[config.mk]
export PLATFORM = sky130hd
export DESIGN_NAME = lpcs_supervisor
export DESIGN_NICKNAME = d
export VERILOG_FILES = /design/src/pkg/lpcs_pkg.sv /design/src/hw/lpcs_supervisor.sv
export VERILOG_INCLUDE_DIRS = /design/src /design/src/pkg
export SDC_FILE = /design/constraint.sdc
export NUM_CORES = 1
export LEC_CHECK = 0
export BUFFER_PORTS_ARGS = -buffer_cell sky130_fd_sc_hd__buf_2
export CORE_AREA = 2 2 118 120
export CTS_BUF_LIST = sky130_fd_sc_hd__clkbuf_4
export CTS_CLUSTER_DIAMETER = 100
export DETAILED_ROUTE_END_ITERATION = 16
export DIE_AREA = 0 0 120 122
export GPL_ROUTABILITY_DRIVEN = 0
export PLACE_DENSITY = 0.5
export SYNTH_ARGS = -nofsm -noshare
export SYNTH_HDL_FRONTEND = slang
export SYNTH_SLANG_ARGS = --single-unit
[constraint.sdc]
create_clock -name clk -period 3.1 [get_ports clk]
set_input_delay 0.62 -clock clk [delete_from_list [all_inputs] [get_ports clk]]
set_output_delay 0.62 -clock clk [all_outputs]
set_load 0.05 [all_outputs]
[src/pkg/lpcs_map.svh]
// register map, field positions and timing counts of the power-mode clock supervisor
// Contract
// - Stop halts clocks, oscillators and PLL, keeps state, regulator in low power.
// - A wake-capable peripheral may enable the high-speed internal oscillator during Stop.
// - Any external event line wakes Stop; processor resumes within 3.5 us.
// - Event line source: pin, voltage detector, comparator 1, comparator 2 if reference on.
// - USB, USART, I2C, low-power serial or counter wake events also exit Stop.
// - Standby with calendar: core regulator, PLL, fast oscillators off; one slow oscillator on.
// - Standby loses core state; standby-domain registers and status register survive.
// - Standby with calendar exits within 60 us on pin, watchdog, wake pins, calendar events.
// - Standby without calendar: all oscillators off; exit only on reset pin or wake pin. The code keeps the slow rc on while wdg_running.
// - Stop or Standby never halts calendar or watchdog clocks; Stop never halts LCD.
// - After any reset the system clock is the 2.1 MHz multispeed oscillator.
// - Enabled monitor: external oscillator failure switches clock to internal, raises interrupt.
// - Enabled slow crystal monitor raises interrupt or wake event on its failure.
// - Clock output pin carries one software-selected internal clock.
// - Separate AHB and two APB prescalers; none of these clocks above 32 MHz.
`ifndef LPCS_MAP_SVH
`define LPCS_MAP_SVH
`define LPCS_CLK_NS 50
`define LPCS_STOP_WAKE_NS 3500
`define LPCS_STOP_WAKE_CYC (`LPCS_STOP_WAKE_NS / `LPCS_CLK_NS)
`define LPCS_STBY_WAKE_NS 60000
`define LPCS_STBY_WAKE_CYC (`LPCS_STBY_WAKE_NS / `LPCS_CLK_NS)
`define LPCS_OSC_SETTLE 11'h010
`define LPCS_CORE_RST 11'h020
`define LPCS_A_CTRL 8'h00
`define LPCS_A_CLKCFG 8'h04
`define LPCS_A_EVSEL 8'h08
`define LPCS_A_STATUS 8'h0C
`define LPCS_A_MASK 8'h10
`define LPCS_A_STATE 8'h14
`define LPCS_A_CSR 8'h18
`define LPCS_C_STOP 0
`define LPCS_C_STBY 1
`define LPCS_C_CAL 2
`define LPCS_C_CALLSE 3
`define LPCS_C_VREF 4
`define LPCS_C_CSS 5
`define LPCS_C_LCSS 6
`define LPCS_C_LCD 7
`define LPCS_C_PIN 10:8
`define LPCS_K_SRC 1:0
`define LPCS_K_AHB 4:2
`define LPCS_K_APB1 7:5
`define LPCS_K_APB2 10:8
`define LPCS_K_MCO 13:11
`define LPCS_S_EV 0
`define LPCS_S_PER 1
`define LPCS_S_HSE 2
`define LPCS_S_LSE 3
`define LPCS_SRC_MSI 2'h0
`define LPCS_SRC_HSI 2'h1
`define LPCS_SRC_HSE 2'h2
`define LPCS_SRC_PLL 2'h3
`define LPCS_KHZ_MSI 16'h0834
`define LPCS_KHZ_HSI 16'h3E80
`define LPCS_KHZ_HSE 16'h5DC0
`define LPCS_KHZ_PLL 16'h7D00
`define LPCS_KHZ_MAX 16'h7D00
`endif

[src/pkg/lpcs_pkg.sv]
// types shared by the power-mode clock supervisor
`default_nettype none
package lpcs_pkg;
    typedef enum logic [2:0] {ST_RUN, ST_STOP, ST_STBY, ST_WAKE, ST_CRST} lpcs_state_t;
endpackage
`default_nettype wire
[src/hw/lpcs_supervisor.sv]
// power-mode, wake and clock supervision logic with register port
`timescale 1ns/100ps
`default_nettype none
`include "lpcs_map.svh"
module lpcs_supervisor (
    input wire logic clk, // 20 MHz
    input wire logic resetn, // power-on reset
    input wire logic [7:0] addr, // register byte address
    input wire logic [31:0] wdata, // write data
    input wire logic wr_en, // write strobe
    input wire logic rd_en, // read strobe
    output logic [31:0] rdata, // read data, cycle after rd_en
    input wire logic [3:0] gpio_evt, // event line pin inputs
    input wire logic svd_out, // supply voltage detector
    input wire logic comp1_evt, // comparator 1 event
    input wire logic comp2_evt, // comparator 2 event
    input wire logic [4:0] periph_wake, // usb, usart, i2c, serial, counter
    input wire logic periph_hsi_req, // peripheral asks fast osc in stop
    input wire logic ext_reset_pin_n, // external reset pin
    input wire logic wdg_reset, // watchdog reset request
    input wire logic wdg_running, // watchdog needs its slow clock
    input wire logic [2:0] standby_wake_pin, // wake pins
    input wire logic alarm_a, // calendar alarm a
    input wire logic alarm_b, // calendar alarm b
    input wire logic tamper_evt, // calendar tamper
    input wire logic tstamp_evt, // calendar timestamp
    input wire logic periodic_wake, // calendar periodic wake
    input wire logic hse_fail, // external osc failure detect
    input wire logic lse_fail, // slow crystal failure detect
    output logic msi_en, // multispeed osc enable
    output logic hsi_en, // fast internal osc enable
    output logic hse_en, // external osc enable
    output logic pll_en, // pll enable
    output logic lse_en, // slow crystal enable
    output logic lsi_en, // slow rc enable
    output logic clk_run, // core clocks running
    output logic reg_lowpower, // regulator low-power
    output logic core_power_off, // core regulator off
    output logic core_rst_n, // processor reset
    output logic cpu_wake, // stop exit pulse
    output logic lcd_run, // lcd driver clock on
    output logic [1:0] sysclk_src, // system clock source
    output logic [2:0] ahb_div, // ahb log2 divider
    output logic [2:0] apb1_div, // apb1 log2 divider
    output logic [2:0] apb2_div, // apb2 log2 divider
    output logic [2:0] mco_sel, // clock output pin select
    output logic irq // interrupt level
);
    import lpcs_pkg::*;

    localparam int C_STOP = `LPCS_STOP_WAKE_CYC;
    localparam int C_STBY = `LPCS_STBY_WAKE_CYC;
    // range capped for the checker; the real exit takes a few dozen cycles
    localparam int C_STBY_CHK = (C_STBY > 1000) ? 1000 : C_STBY;

    lpcs_state_t state_reg;
    logic [10:0] cnt_reg;
    logic from_stby_reg;
    logic [10:0] ctrl_reg;
    logic [7:0] evsel_reg;
    logic [3:0] status_reg;
    logic [3:0] status_next;
    logic [3:0] mask_reg;
    logic [3:0] csr_reg;
    logic [2:0] pin_prev_reg;
    logic [2:0] pin_rise;
    logic ev_hit, stop_wake, stby_wake, cal_evt, css_hit, lcss_hit;
    logic wr_ctrl, wr_clk, cmd_stop, cmd_stby, core_clr;
    logic [31:0] rd_mux;

    ////////////////////////////////////////////////////////////////
    // helpers

    // source frequency in khz, used by limit check and assertion
    function automatic logic [15:0] src_khz(input logic [1:0] s);
        case (s)
            `LPCS_SRC_MSI: src_khz = `LPCS_KHZ_MSI;
            `LPCS_SRC_HSI: src_khz = `LPCS_KHZ_HSI;
            `LPCS_SRC_HSE: src_khz = `LPCS_KHZ_HSE;
            default: src_khz = `LPCS_KHZ_PLL;
        endcase
    endfunction

    // one event line, source chosen by a two-bit select
    function automatic logic ev_line(input logic [1:0] sel, input logic pin);
        case (sel)
            2'h0: ev_line = pin;
            2'h1: ev_line = svd_out;
            2'h2: ev_line = comp1_evt;
            default: ev_line = comp2_evt & ctrl_reg[`LPCS_C_VREF];
        endcase
    endfunction

    ////////////////////////////////////////////////////////////////
    // wake decode
    always_comb begin
        ev_hit = 1'b0;
        for (int i = 0; i < 4; i++) begin
            ev_hit = ev_hit | ev_line(evsel_reg[2*i +: 2], gpio_evt[i]);
        end
    end
    assign lcss_hit = ctrl_reg[`LPCS_C_LCSS] & lse_fail & lse_en;
    // any event line, peripheral wake or slow crystal failure ends stop
    assign stop_wake = ev_hit | (|periph_wake) | lcss_hit | ~ext_reset_pin_n;
    assign pin_rise = standby_wake_pin & ~pin_prev_reg & ctrl_reg[`LPCS_C_PIN];
    assign cal_evt = wdg_reset | alarm_a | alarm_b | tamper_evt | tstamp_evt | periodic_wake;
    // without calendar only the pin reset and wake pins count
    assign stby_wake = ~ext_reset_pin_n | (|pin_rise) | (ctrl_reg[`LPCS_C_CAL] & cal_evt);
    assign css_hit = ctrl_reg[`LPCS_C_CSS] & hse_fail & sysclk_src[1] & (state_reg == ST_RUN);

    assign wr_ctrl = wr_en & (addr == `LPCS_A_CTRL);
    assign wr_clk = wr_en & (addr == `LPCS_A_CLKCFG);
    assign cmd_stop = wr_ctrl & wdata[`LPCS_C_STOP];
    assign cmd_stby = wr_ctrl & wdata[`LPCS_C_STBY];
    assign core_clr = (state_reg == ST_CRST);

    // wake pins sampled for edges; ordinary synchronous inputs
    always_ff @(posedge clk or negedge resetn) begin
        if (!resetn) begin
            pin_prev_reg <= 3'h0;
        end else begin
            pin_prev_reg <= standby_wake_pin;
        end
    end

    ////////////////////////////////////////////////////////////////
    // mode sequencer
    always_ff @(posedge clk or negedge resetn) begin
        if (!resetn) begin
            state_reg <= ST_RUN;
            cnt_reg <= 11'h000;
            from_stby_reg <= 1'b0;
        end else begin
            case (state_reg)
                ST_RUN: begin
                    if (!ext_reset_pin_n || wdg_reset) begin
                        state_reg <= ST_CRST;
                        cnt_reg <= `LPCS_CORE_RST;
                    end else if (cmd_stby) begin
                        state_reg <= ST_STBY;
                    end else if (cmd_stop) begin
                        state_reg <= ST_STOP;
                    end
                end
                ST_STOP: begin
                    if (stop_wake) begin
                        state_reg <= ST_WAKE;
                        cnt_reg <= `LPCS_OSC_SETTLE;
                        from_stby_reg <= 1'b0;
                    end
                end
                ST_STBY: begin
                    if (stby_wake) begin
                        state_reg <= ST_WAKE;
                        cnt_reg <= `LPCS_OSC_SETTLE;
                        from_stby_reg <= 1'b1;
                    end
                end
                ST_WAKE: begin
                    if (cnt_reg != 11'h000) begin
                        cnt_reg <= cnt_reg - 11'h001;
                    end else if (from_stby_reg) begin
                        // core state is gone, so restart through reset
                        state_reg <= ST_CRST;
                        cnt_reg <= `LPCS_CORE_RST;
                    end else begin
                        state_reg <= ST_RUN;
                    end
                end
                ST_CRST: begin
                    if (cnt_reg != 11'h000) begin
                        cnt_reg <= cnt_reg - 11'h001;
                    end else begin
                        state_reg <= ST_RUN;
                        from_stby_reg <= 1'b0;
                    end
                end
                default: state_reg <= ST_RUN;
            endcase
        end
    end

    ////////////////////////////////////////////////////////////////
    // oscillator, regulator and core controls, lagging state by one cycle
    always_ff @(posedge clk or negedge resetn) begin
        if (!resetn) begin
            msi_en <= 1'b1;
            hsi_en <= 1'b0;
            hse_en <= 1'b0;
            pll_en <= 1'b0;
            lse_en <= 1'b0;
            lsi_en <= 1'b0;
            clk_run <= 1'b1;
            reg_lowpower <= 1'b0;
            core_power_off <= 1'b0;
            core_rst_n <= 1'b0;
            cpu_wake <= 1'b0;
            lcd_run <= 1'b0;
        end else begin
            // calendar and watchdog clocks follow their own users in all modes
            lse_en <= ctrl_reg[`LPCS_C_CAL] & ctrl_reg[`LPCS_C_CALLSE];
            lsi_en <= (ctrl_reg[`LPCS_C_CAL] & ~ctrl_reg[`LPCS_C_CALLSE]) | wdg_running;
            core_rst_n <= (state_reg != ST_CRST);
            cpu_wake <= (state_reg == ST_WAKE) && (cnt_reg == 11'h000) && !from_stby_reg;
            case (state_reg)
                ST_STOP: begin
                    msi_en <= 1'b0;
                    hsi_en <= periph_hsi_req;
                    hse_en <= 1'b0;
                    pll_en <= 1'b0;
                    clk_run <= 1'b0;
                    reg_lowpower <= 1'b1;
                    core_power_off <= 1'b0;
                    lcd_run <= ctrl_reg[`LPCS_C_LCD];
                end
                ST_STBY: begin
                    msi_en <= 1'b0;
                    hsi_en <= 1'b0;
                    hse_en <= 1'b0;
                    pll_en <= 1'b0;
                    clk_run <= 1'b0;
                    reg_lowpower <= 1'b0;
                    core_power_off <= 1'b1;
                    lcd_run <= 1'b0;
                end
                default: begin
                    msi_en <= (sysclk_src == `LPCS_SRC_MSI);
                    hsi_en <= (sysclk_src == `LPCS_SRC_HSI);
                    hse_en <= sysclk_src[1];
                    pll_en <= (sysclk_src == `LPCS_SRC_PLL);
                    clk_run <= 1'b1;
                    reg_lowpower <= 1'b0;
                    core_power_off <= 1'b0;
                    lcd_run <= ctrl_reg[`LPCS_C_LCD];
                end
            endcase
        end
    end

    ////////////////////////////////////////////////////////////////
    // control register; calendar and wake pin bits live in the standby domain
    always_ff @(posedge clk or negedge resetn) begin
        if (!resetn) begin
            ctrl_reg <= 11'h000;
        end else if (wr_ctrl) begin
            ctrl_reg <= wdata[10:0] & 11'h7FC; // command bits are not stored
        end else if (core_clr) begin
            ctrl_reg <= ctrl_reg & 11'h70C;
        end
    end

    // clock configuration; a write that would overclock ahb is dropped
    always_ff @(posedge clk or negedge resetn) begin
        if (!resetn) begin
            sysclk_src <= `LPCS_SRC_MSI;
            ahb_div <= 3'h0;
            apb1_div <= 3'h0;
            apb2_div <= 3'h0;
            mco_sel <= 3'h0;
        end else if (core_clr) begin
            sysclk_src <= `LPCS_SRC_MSI;
            ahb_div <= 3'h0;
            apb1_div <= 3'h0;
            apb2_div <= 3'h0;
            mco_sel <= 3'h0;
        end else if (css_hit) begin
            sysclk_src <= `LPCS_SRC_HSI;
        end else if (wr_clk && ((src_khz(wdata[`LPCS_K_SRC]) >> wdata[`LPCS_K_AHB]) <= `LPCS_KHZ_MAX)) begin
            sysclk_src <= wdata[`LPCS_K_SRC];
            ahb_div <= wdata[`LPCS_K_AHB];
            apb1_div <= wdata[`LPCS_K_APB1];
            apb2_div <= wdata[`LPCS_K_APB2];
            mco_sel <= wdata[`LPCS_K_MCO];
        end
    end

    // event line selects and interrupt mask
    always_ff @(posedge clk or negedge resetn) begin
        if (!resetn) begin
            evsel_reg <= 8'h00;
            mask_reg <= 4'h0;
        end else if (core_clr) begin
            evsel_reg <= 8'h00;
            mask_reg <= 4'h0;
        end else begin
            if (wr_en && addr == `LPCS_A_EVSEL) begin
                evsel_reg <= wdata[7:0];
            end
            if (wr_en && addr == `LPCS_A_MASK) begin
                mask_reg <= wdata[3:0];
            end
        end
    end

    ////////////////////////////////////////////////////////////////
    // sticky status, cleared by its read; a new event wins over the clear
    always_comb begin
        status_next = status_reg;
        if (rd_en && addr == `LPCS_A_STATUS) begin
            status_next = 4'h0;
        end
        status_next[`LPCS_S_EV] = status_next[`LPCS_S_EV] | ((state_reg == ST_STOP) & ev_hit);
        status_next[`LPCS_S_PER] = status_next[`LPCS_S_PER] | ((state_reg == ST_STOP) & (|periph_wake));
        status_next[`LPCS_S_HSE] = status_next[`LPCS_S_HSE] | css_hit;
        status_next[`LPCS_S_LSE] = status_next[`LPCS_S_LSE] | lcss_hit;
    end

    always_ff @(posedge clk or negedge resetn) begin
        if (!resetn) begin
            status_reg <= 4'h0;
            irq <= 1'b0;
        end else begin
            status_reg <= status_next;
            irq <= |(status_reg & mask_reg);
        end
    end

    // reset cause flags, kept across standby; any write to this register clears them
    always_ff @(posedge clk or negedge resetn) begin
        if (!resetn) begin
            csr_reg <= 4'h0;
        end else begin
            // a cause arriving with the clearing write is kept
            csr_reg <= ((wr_en && addr == `LPCS_A_CSR) ? 4'h0 : csr_reg)
                       | {(state_reg == ST_STBY) & (|pin_rise), (state_reg == ST_STBY) & stby_wake,
                                  wdg_reset, ~ext_reset_pin_n};
        end
    end

    ////////////////////////////////////////////////////////////////
    // read port; unmapped addresses read zero
    always_comb begin
        case (addr)
            `LPCS_A_CTRL: rd_mux = {21'h0, ctrl_reg};
            `LPCS_A_CLKCFG: rd_mux = {18'h0, mco_sel, apb2_div, apb1_div, ahb_div, sysclk_src};
            `LPCS_A_EVSEL: rd_mux = {24'h0, evsel_reg};
            `LPCS_A_STATUS: rd_mux = {28'h0, status_reg};
            `LPCS_A_MASK: rd_mux = {28'h0, mask_reg};
            `LPCS_A_STATE: rd_mux = {23'h0, state_reg, msi_en, hsi_en, hse_en, pll_en, lse_en, lsi_en};
            `LPCS_A_CSR: rd_mux = {28'h0, csr_reg};
            default: rd_mux = 32'h0;
        endcase
    end

    always_ff @(posedge clk or negedge resetn) begin
        if (!resetn) begin
            rdata <= 32'h0;
        end else begin
            rdata <= rd_en ? rd_mux : 32'h0;
        end
    end
endmodule
`default_nettype wire

==> results of run 1 <==
[cells in the mapped netlist (8+ instances only)]
| master | instances | share of area |
|---|---|---|
| dfrtp_1 | 86 | 0.50 |
| nand2_1 | 68 | 0.059 |
| a21oi_1 | 25 | 0.029 |
| nand3_1 | 23 | 0.027 |
| inv_1 | 22 | 0.019 |
| buf_4 | 21 | 0.037 |
| nor2_1 | 20 | 0.017 |
| o21ai_0 | 19 | 0.022 |
| a22oi_1 | 12 | 0.021 |
| clkbuf_1 | 12 | 0.010 |
| a31oi_1 | 11 | 0.016 |
| nor3_1 | 11 | 0.013 |
| a222oi_1 | 9 | 0.021 |
| and2_1 | 8 | 0.012 |
| mux2_2 | 8 | 0.021 |
[through the flow]
stage | setup slack [ns] | instances | instance area, sq um | hold slack, ns
global route | 0.2400 | 719 | 5059 | 0.1209
detailed placement | 0.4447 | 702 | 4893 | 0.4949
global placement | 0.4536 | 702 | 4893 | 0.4854
floorplan | 0.6501 | 458 | 4362 | 0.3244
CTS | 0.4409 | 718 | 5056 | 0.1103
finish | 0.4179 | 719 | 5059 | 0.1221
[worst min-delay path by stage]
stage,end
final,evsel_reg[4]$_DFFE_PN0P_
after global routing,evsel_reg[3]$_DFFE_PN0P_
after CTS,evsel_reg[3]$_DFFE_PN0P_
after detailed placement,cnt_reg[0]$_DFFE_PN0P_
after global placement,cnt_reg[0]$_DFFE_PN0P_
after floorplan,ahb_div[0]$_DFFE_PN0P_
[routing by layer]
layer | track usage | part of all wire
met1 | 0.2397 | 0.45
met2 | 0.2663 | 0.47
met3 | 0.03699 | 0.059
met4 | 0.06618 | 0.021
met5 | 0 | 0
[report_power, final]
group / leakage, nW / switching [mW] / internal, mW
Clock: 0.0879 / 0.405 / 0.329
Sequential: 1.15 / 0.228 / 1.37
Combinational: 1.15 / 1.05 / 0.480
[kinds of logic (layout without fill, tap and decap cells)]
| group | Yosys count | after routing | synth area share |
|---|---|---|---|
| muxes | 11 | 11 | 0.02795 |
| buffers and inverters | 61 | 141 | 0.07918 |
| adders and majority gates | 4 | 4 | 0.01165 |
| other | 1 | 19 | 0.0008725 |
| and+or+nand+nor | 164 | 164 | 0.1930 |
| DFF | 88 | 88 | 0.5130 |
| AOI/OAI and AO/OA | 112 | 112 | 0.1744 |
[final cells by class]
type | instances | area, sq um | area share
multi-input combinational | 309 | 1823 | 0.3604
antenna | 1 | 2.502 | 0.0004947
sequential | 88 | 2205 | 0.4358
clock buffer | 9 | 67.56 | 0.01336
clock inverter | 7 | 95.09 | 0.01880
inverter | 22 | 82.58 | 0.01632
timing repair buffer | 103 | 558.0 | 0.1103
tap | 180 | 225.2 | 0.04452
==> summary.txt, run 1 <==
Status
  – Status: finished, final reports clean

Critical path
  – CP Class: reg -> reg
  – Critical path launch point: cnt_reg[0]$_DFFE_PN0P_
  – Cell Chain, Critical Path: inv_1 -> ha_1 -> or4b_4 -> nor4b_2 -> a21oi_1 -> a21oi_1 -> and3_1 -> mux2_2
  – Worst R2R Start: cnt_reg[0]$_DFFE_PN0P_
  – FF-to-FF End: state_reg[1]$_DFFE_PN0P_
  – CP Capture Type: flip-flop
  – Critical path data arrival time: about 3.0 ns
  – Reg2reg path depth: 8
  – Stages on worst setup path: 8
  – Worst Path Buf+Inv: 1
  – Worst path top cell family by delay: simple AND/OR/NAND/NOR gates
  – Reg-to-reg setup timing slack: 0.42 ns
  – Worst path slowest cell: or4b_4
  – Crit Path Max Fanout: 8
  – Worst path max stage delay: 0.50 ns
  – Req. time, crit path: 3.44 ns
  – Most frequent CP cell: a21oi_1
  – Critical path destination: state_reg[1]$_DFFE_PN0P_
  – Startpoint Class: flip-flop

Worst hold path
  – Hold WC Path Type: in -> async

Die
  – # IOs: 129
  – Die Ht: 122 microns
  – Std cell rows: 43
  – Die X: 120 microns
  – Die area: 14640 sq um
  – Core Region: 13500 sq um
  – Starting Density: 0.3183

Final layout
  – Proportion of layout cells with a drive suffix above 1: 0.2639
  – Most frequent cells in the layout: 91 x buf_2, 86 x dfrtp_1, 68 x nand2_1
  – Nets: 607
  – Final core utilization: 0.3746
  – Commonest non-fill, non-tap cell in the layout: buf_2
  – # fillers: between 1000 and 1500
  – Area growth syn-to-layout: 17.70%
  – Max reg flops: 14

Clock tree
  – Clk_lat worst skew: 0.44 ns
  – Longest Clk Path Bufs: 2
  – Cts hold-fix bufs: 0
  – Clock Pin Slew Worst Setup and Hold Paths: 0.14 ns
  – CTS root buffer: clkbuf_4
  – CTS Buf Count: 9
  – CTS tree: done
  – H-tree depth: 3
  – Post CTS Setup Buffer Count: 0
  – # resized after CTS: 0
  – CTS sink count: 88

Pwr
  – Pwr Total: 3.861 mW
  – Power per cell area: 763.2 nW/um^2
  – Worst vdd ir: 0.4064 mV
  – LEAKAGE: 2.383 nW

STA
  – Clock skew: approximately 0.01 ns
  – Setup violators final: 0
  – Worst slew margin: 0.4744
  – Final min period: around 2.7 ns
  – Fin crit share: 0.8652
  – RSZ-0062 raised after global routing: false
  – Slew Viols, Final: 0
  – Actual slew at the worst max-slew pin: between 0.7 and 0.8 ns
  – Setup TNS: 0 ns
  – F_max: approximately 370 MHz
  – Final Hold Vio Count: 0

Logic synthesis
  – Mapped Area: 4298 sq um
  – Cell count after synthesis: 441
  – Synth warn: 0
  – Synth Register Bits: 88
  – Prevailing post-synth register cell: dfrtp_1
  – Sequential share of the synthesized area: 0.5130
  – Synth cell types: 60
  – Syn_area_per_cell: between 9 and 10 sq um
  – Asr flop ratio synth: 1.000
  – Post-synth EDFFs: 0

Run
  – Max_cap viols: 0

Routing
  – Vias: about 3600
  – DR iter-0 viols: 308
  – Detailed-route wire length: 12290 microns
  – Drt first pass iters: 8
  – Vias/cell: 5.039
  – Avg WL per Cell: 17.09 microns
  – Final ANT Viol Nets: 0
  – # DRC: 0

GRT
  – Gr ovfl total: 0
  – Largest net degree at the start of global routing: 54
  – GRT Util Overall: 0.1733
  – First-pass GRT wire length: 19500 microns
  – Initial antenna violation count: 1
  – Vias in the first global route: 3413

Placement
  – HPWL after DPL: 9029 microns
  – Port bufs: 92
No activity file was read; power rests on OpenSTA's default activity.
==> run 2, diff against run 1 <==
==> constraint.sdc (replaced) <==
create_clock -name clk -period 2.6 [get_ports clk]
set_input_delay 0.52 -clock clk [delete_from_list [all_inputs] [get_ports clk]]
set_output_delay 0.52 -clock clk [all_outputs]
set_load 0.05 [all_outputs]
==> run 2 against run 1 <==
Effect of this change:
- global-route usage up 0.20 points
- utilization up 0.46 points
- sequential power up 19%
- design area up 1.2%
- critical path depth unchanged
- clock-buffer cell count up 2
- die area unchanged
- sequential cell count unchanged
- clock power up 4.6%
- largest cell class unchanged
- largest power group unchanged
==> summary.txt, run 2 (synthesized netlist as in run 1, its figures left out) <==
Critical path
  – Req. time, crit path: 2.96 ns
  – Crit Path Max Fanout: 4
  – CP Capture Type: flip-flop
  – Startpoint Class: flip-flop
  – CP Class: reg -> reg
  – Critical path data arrival time: 2.83 ns

Pwr
  – Power per cell area: about 900 nW/um^2
  – Sequential share of power: 0.417
  – Sw frac: 0.4395
  – Pint: around 2.6 mW
  – P_sw: between 2 and 2.5 mW
  – Worst vdd ir: 0.3896 mV
  – LEAKAGE: around 2.4 nW
  – Clk pwr share: 0.168
  – Comb power frac: 0.415

Routing
  – Detailed-route wire length: ~13000 microns
  – Vias: 3688
  – # DRC: 0
  – Avg WL per Cell: 17.25 microns
  – Final ANT Viol Nets: 0
  – Vias/cell: ~5.1
  – Drt first pass iters: 6
  – DR iter-0 viols: 277

Clock tree
  – CTS Buf Count: 9
  – CTS tree: done
  – Clock Pin Slew Worst Setup and Hold Paths: 0.14 ns
  – CTS root buffer: clkbuf_4
  – Post CTS Setup Buffer Count: 0
  – Longest Clk Path Bufs: 2
  – CTS sink count: 88
  – H-tree depth: 3
  – # resized after CTS: 0
  – Clk_lat worst skew: 0.46 ns
  – Cts hold-fix bufs: 0

Final layout
  – Most frequent cells in the layout: 91 x buf_2, 86 x dfrtp_1, 68 x nand2_1
  – Nets: 618
  – Commonest non-fill, non-tap cell in the layout: buf_2
  – Max reg flops: 14
  – # fillers: approximately 1400
  – Reg area: 2205 sq um
  – Footprint of the multi-input gates: 1823 sq um
  – Area growth syn-to-layout: 19.16%
  – Design area: 5121 sq um
  – Proportion of layout cells with a drive suffix above 1: 0.2769

STA
  – Clock skew: 0.01691 ns
  – Setup TNS: 0 ns
  – Final min period: 2.474 ns
  – Fin crit share: 0.9516
  – RSZ-0062 raised after global routing: false
  – Actual slew at the worst max-slew pin: 0.6285 ns
  – F_max: 404.2 MHz
  – Worst slew margin: 0.5778
  – Slew Viols, Final: 0
  – Final Hold Vio Count: 0
  – Setup violators final: 0

Die
  – Core Region: between 10000 and 15000 sq um
  – Die Ht: ~120 microns
  – Std cell rows: 43
  – Starting Density: 0.3183
  – Die area: 14640 sq um
  – # IOs: between 100 and 150
  – Die X: between 100 and 150 microns

Status
  – Status: finished, final reports clean

Run
  – Max_cap viols: 0

GRT
  – Gr ovfl total: 0
  – Initial antenna violation count: 1
  – Vias in the first global route: 3531
  – First-pass GRT wire length: 19640 microns
  – Largest net degree at the start of global routing: 46
  – GRT Util Overall: 0.1753

Placement
  – Port bufs: 92
  – Placed cell area: roughly 5000 sq um
  – HPWL after DPL: 9094 microns

Worst hold path
  – Hold WC Path Type: in -> async
## run 2: cell types whose count changed in the layout (fill, tap and decap cells not counted), sizes merged
cell,delta
inv,-1
clkbuf,+2
bufinv,-1
buf,+11
## run 2: final cells by class
type	instances	area share
diodes	1	0.0004886
clock buffers	11	0.01613
clock inverters	5	0.009284
inverters	22	0.01613
multi-input cells	309	0.3560
flip-flops and latches	88	0.4305
well taps	180	0.04398
repair buffers	114	0.1275
## run 2: routing by layer
layer / up-vias / GRT usage / share of wire
met5: - / 0 / 0
met4: 0 / 0.06397 / 0.020
met1: 1777 / 0.2421 / 0.46
li1: 1756 / - / -
met3: 14 / 0.04775 / 0.068
met2: 141 / 0.2635 / 0.45
## run 2: power by group through the flow
stage	Clock, mW	Combinational [mW]	Sequential (mW)
6_report	0.768	1.90	1.90
5_1_grt	0.847	2.07	1.95
4_1_cts	0.792	1.91	1.90
3_5_place_dp	0	1.91	1.93
3_3_place_gp	0	1.89	1.92
2_1_floorplan	0	1.04	2.28
## run 2: worst paths after layout
path                                      startpoint                   endpoint  slack [ns]  depth (start not counted)
setup / recovery              cnt_reg[0]$_DFFE_PN0P_   state_reg[1]$_DFFE_PN0P_        0.13                          8
hold / removal                                resetn         rdata[6]$_DFF_PN0_        0.06                          1
setup reg to reg              cnt_reg[0]$_DFFE_PN0P_   state_reg[1]$_DFFE_PN0P_        0.13                          8
hold reg to reg            from_stby_reg$_DFFE_PN0P_         cpu_wake$_DFF_PN0_        0.51                          1
max in group asynchronous                     resetn           msi_en$_DFF_PN1_        1.82                          2
min in group clk                 standby_wake_pin[0]  pin_prev_reg[0]$_DFF_PN0_        0.19                          1
## run 2: per-stage QoR
step / hold WS (ns) / setup WS, ns / instances / power, mW / util
CTS: 0.06692 / 0.1441 / 729 / 4.608 / 0.3790
finish: 0.06316 / 0.1258 / 730 / 4.570 / 0.3792
floorplan: 0.2244 / 0.2442 / 458 / 3.327 / -
global route: 0.07370 / 0.01045 / 730 / 4.862 / 0.3792
detailed placement: 0.4860 / 0.1412 / 713 / 3.836 / 0.3694
global placement: 0.4830 / 0.1594 / 713 / 3.810 / 0.3694
## run 2: worst max-delay path: stages, from the launching register on
cell	delay (ns)
dfrtp_1	0.43
inv_1	0.07
ha_1	0.19
or4b_4	0.50
nor4b_2	0.35
a21oi_1	0.13
a21oi_1	0.18
and3_1	0.20
mux2_2	0.33
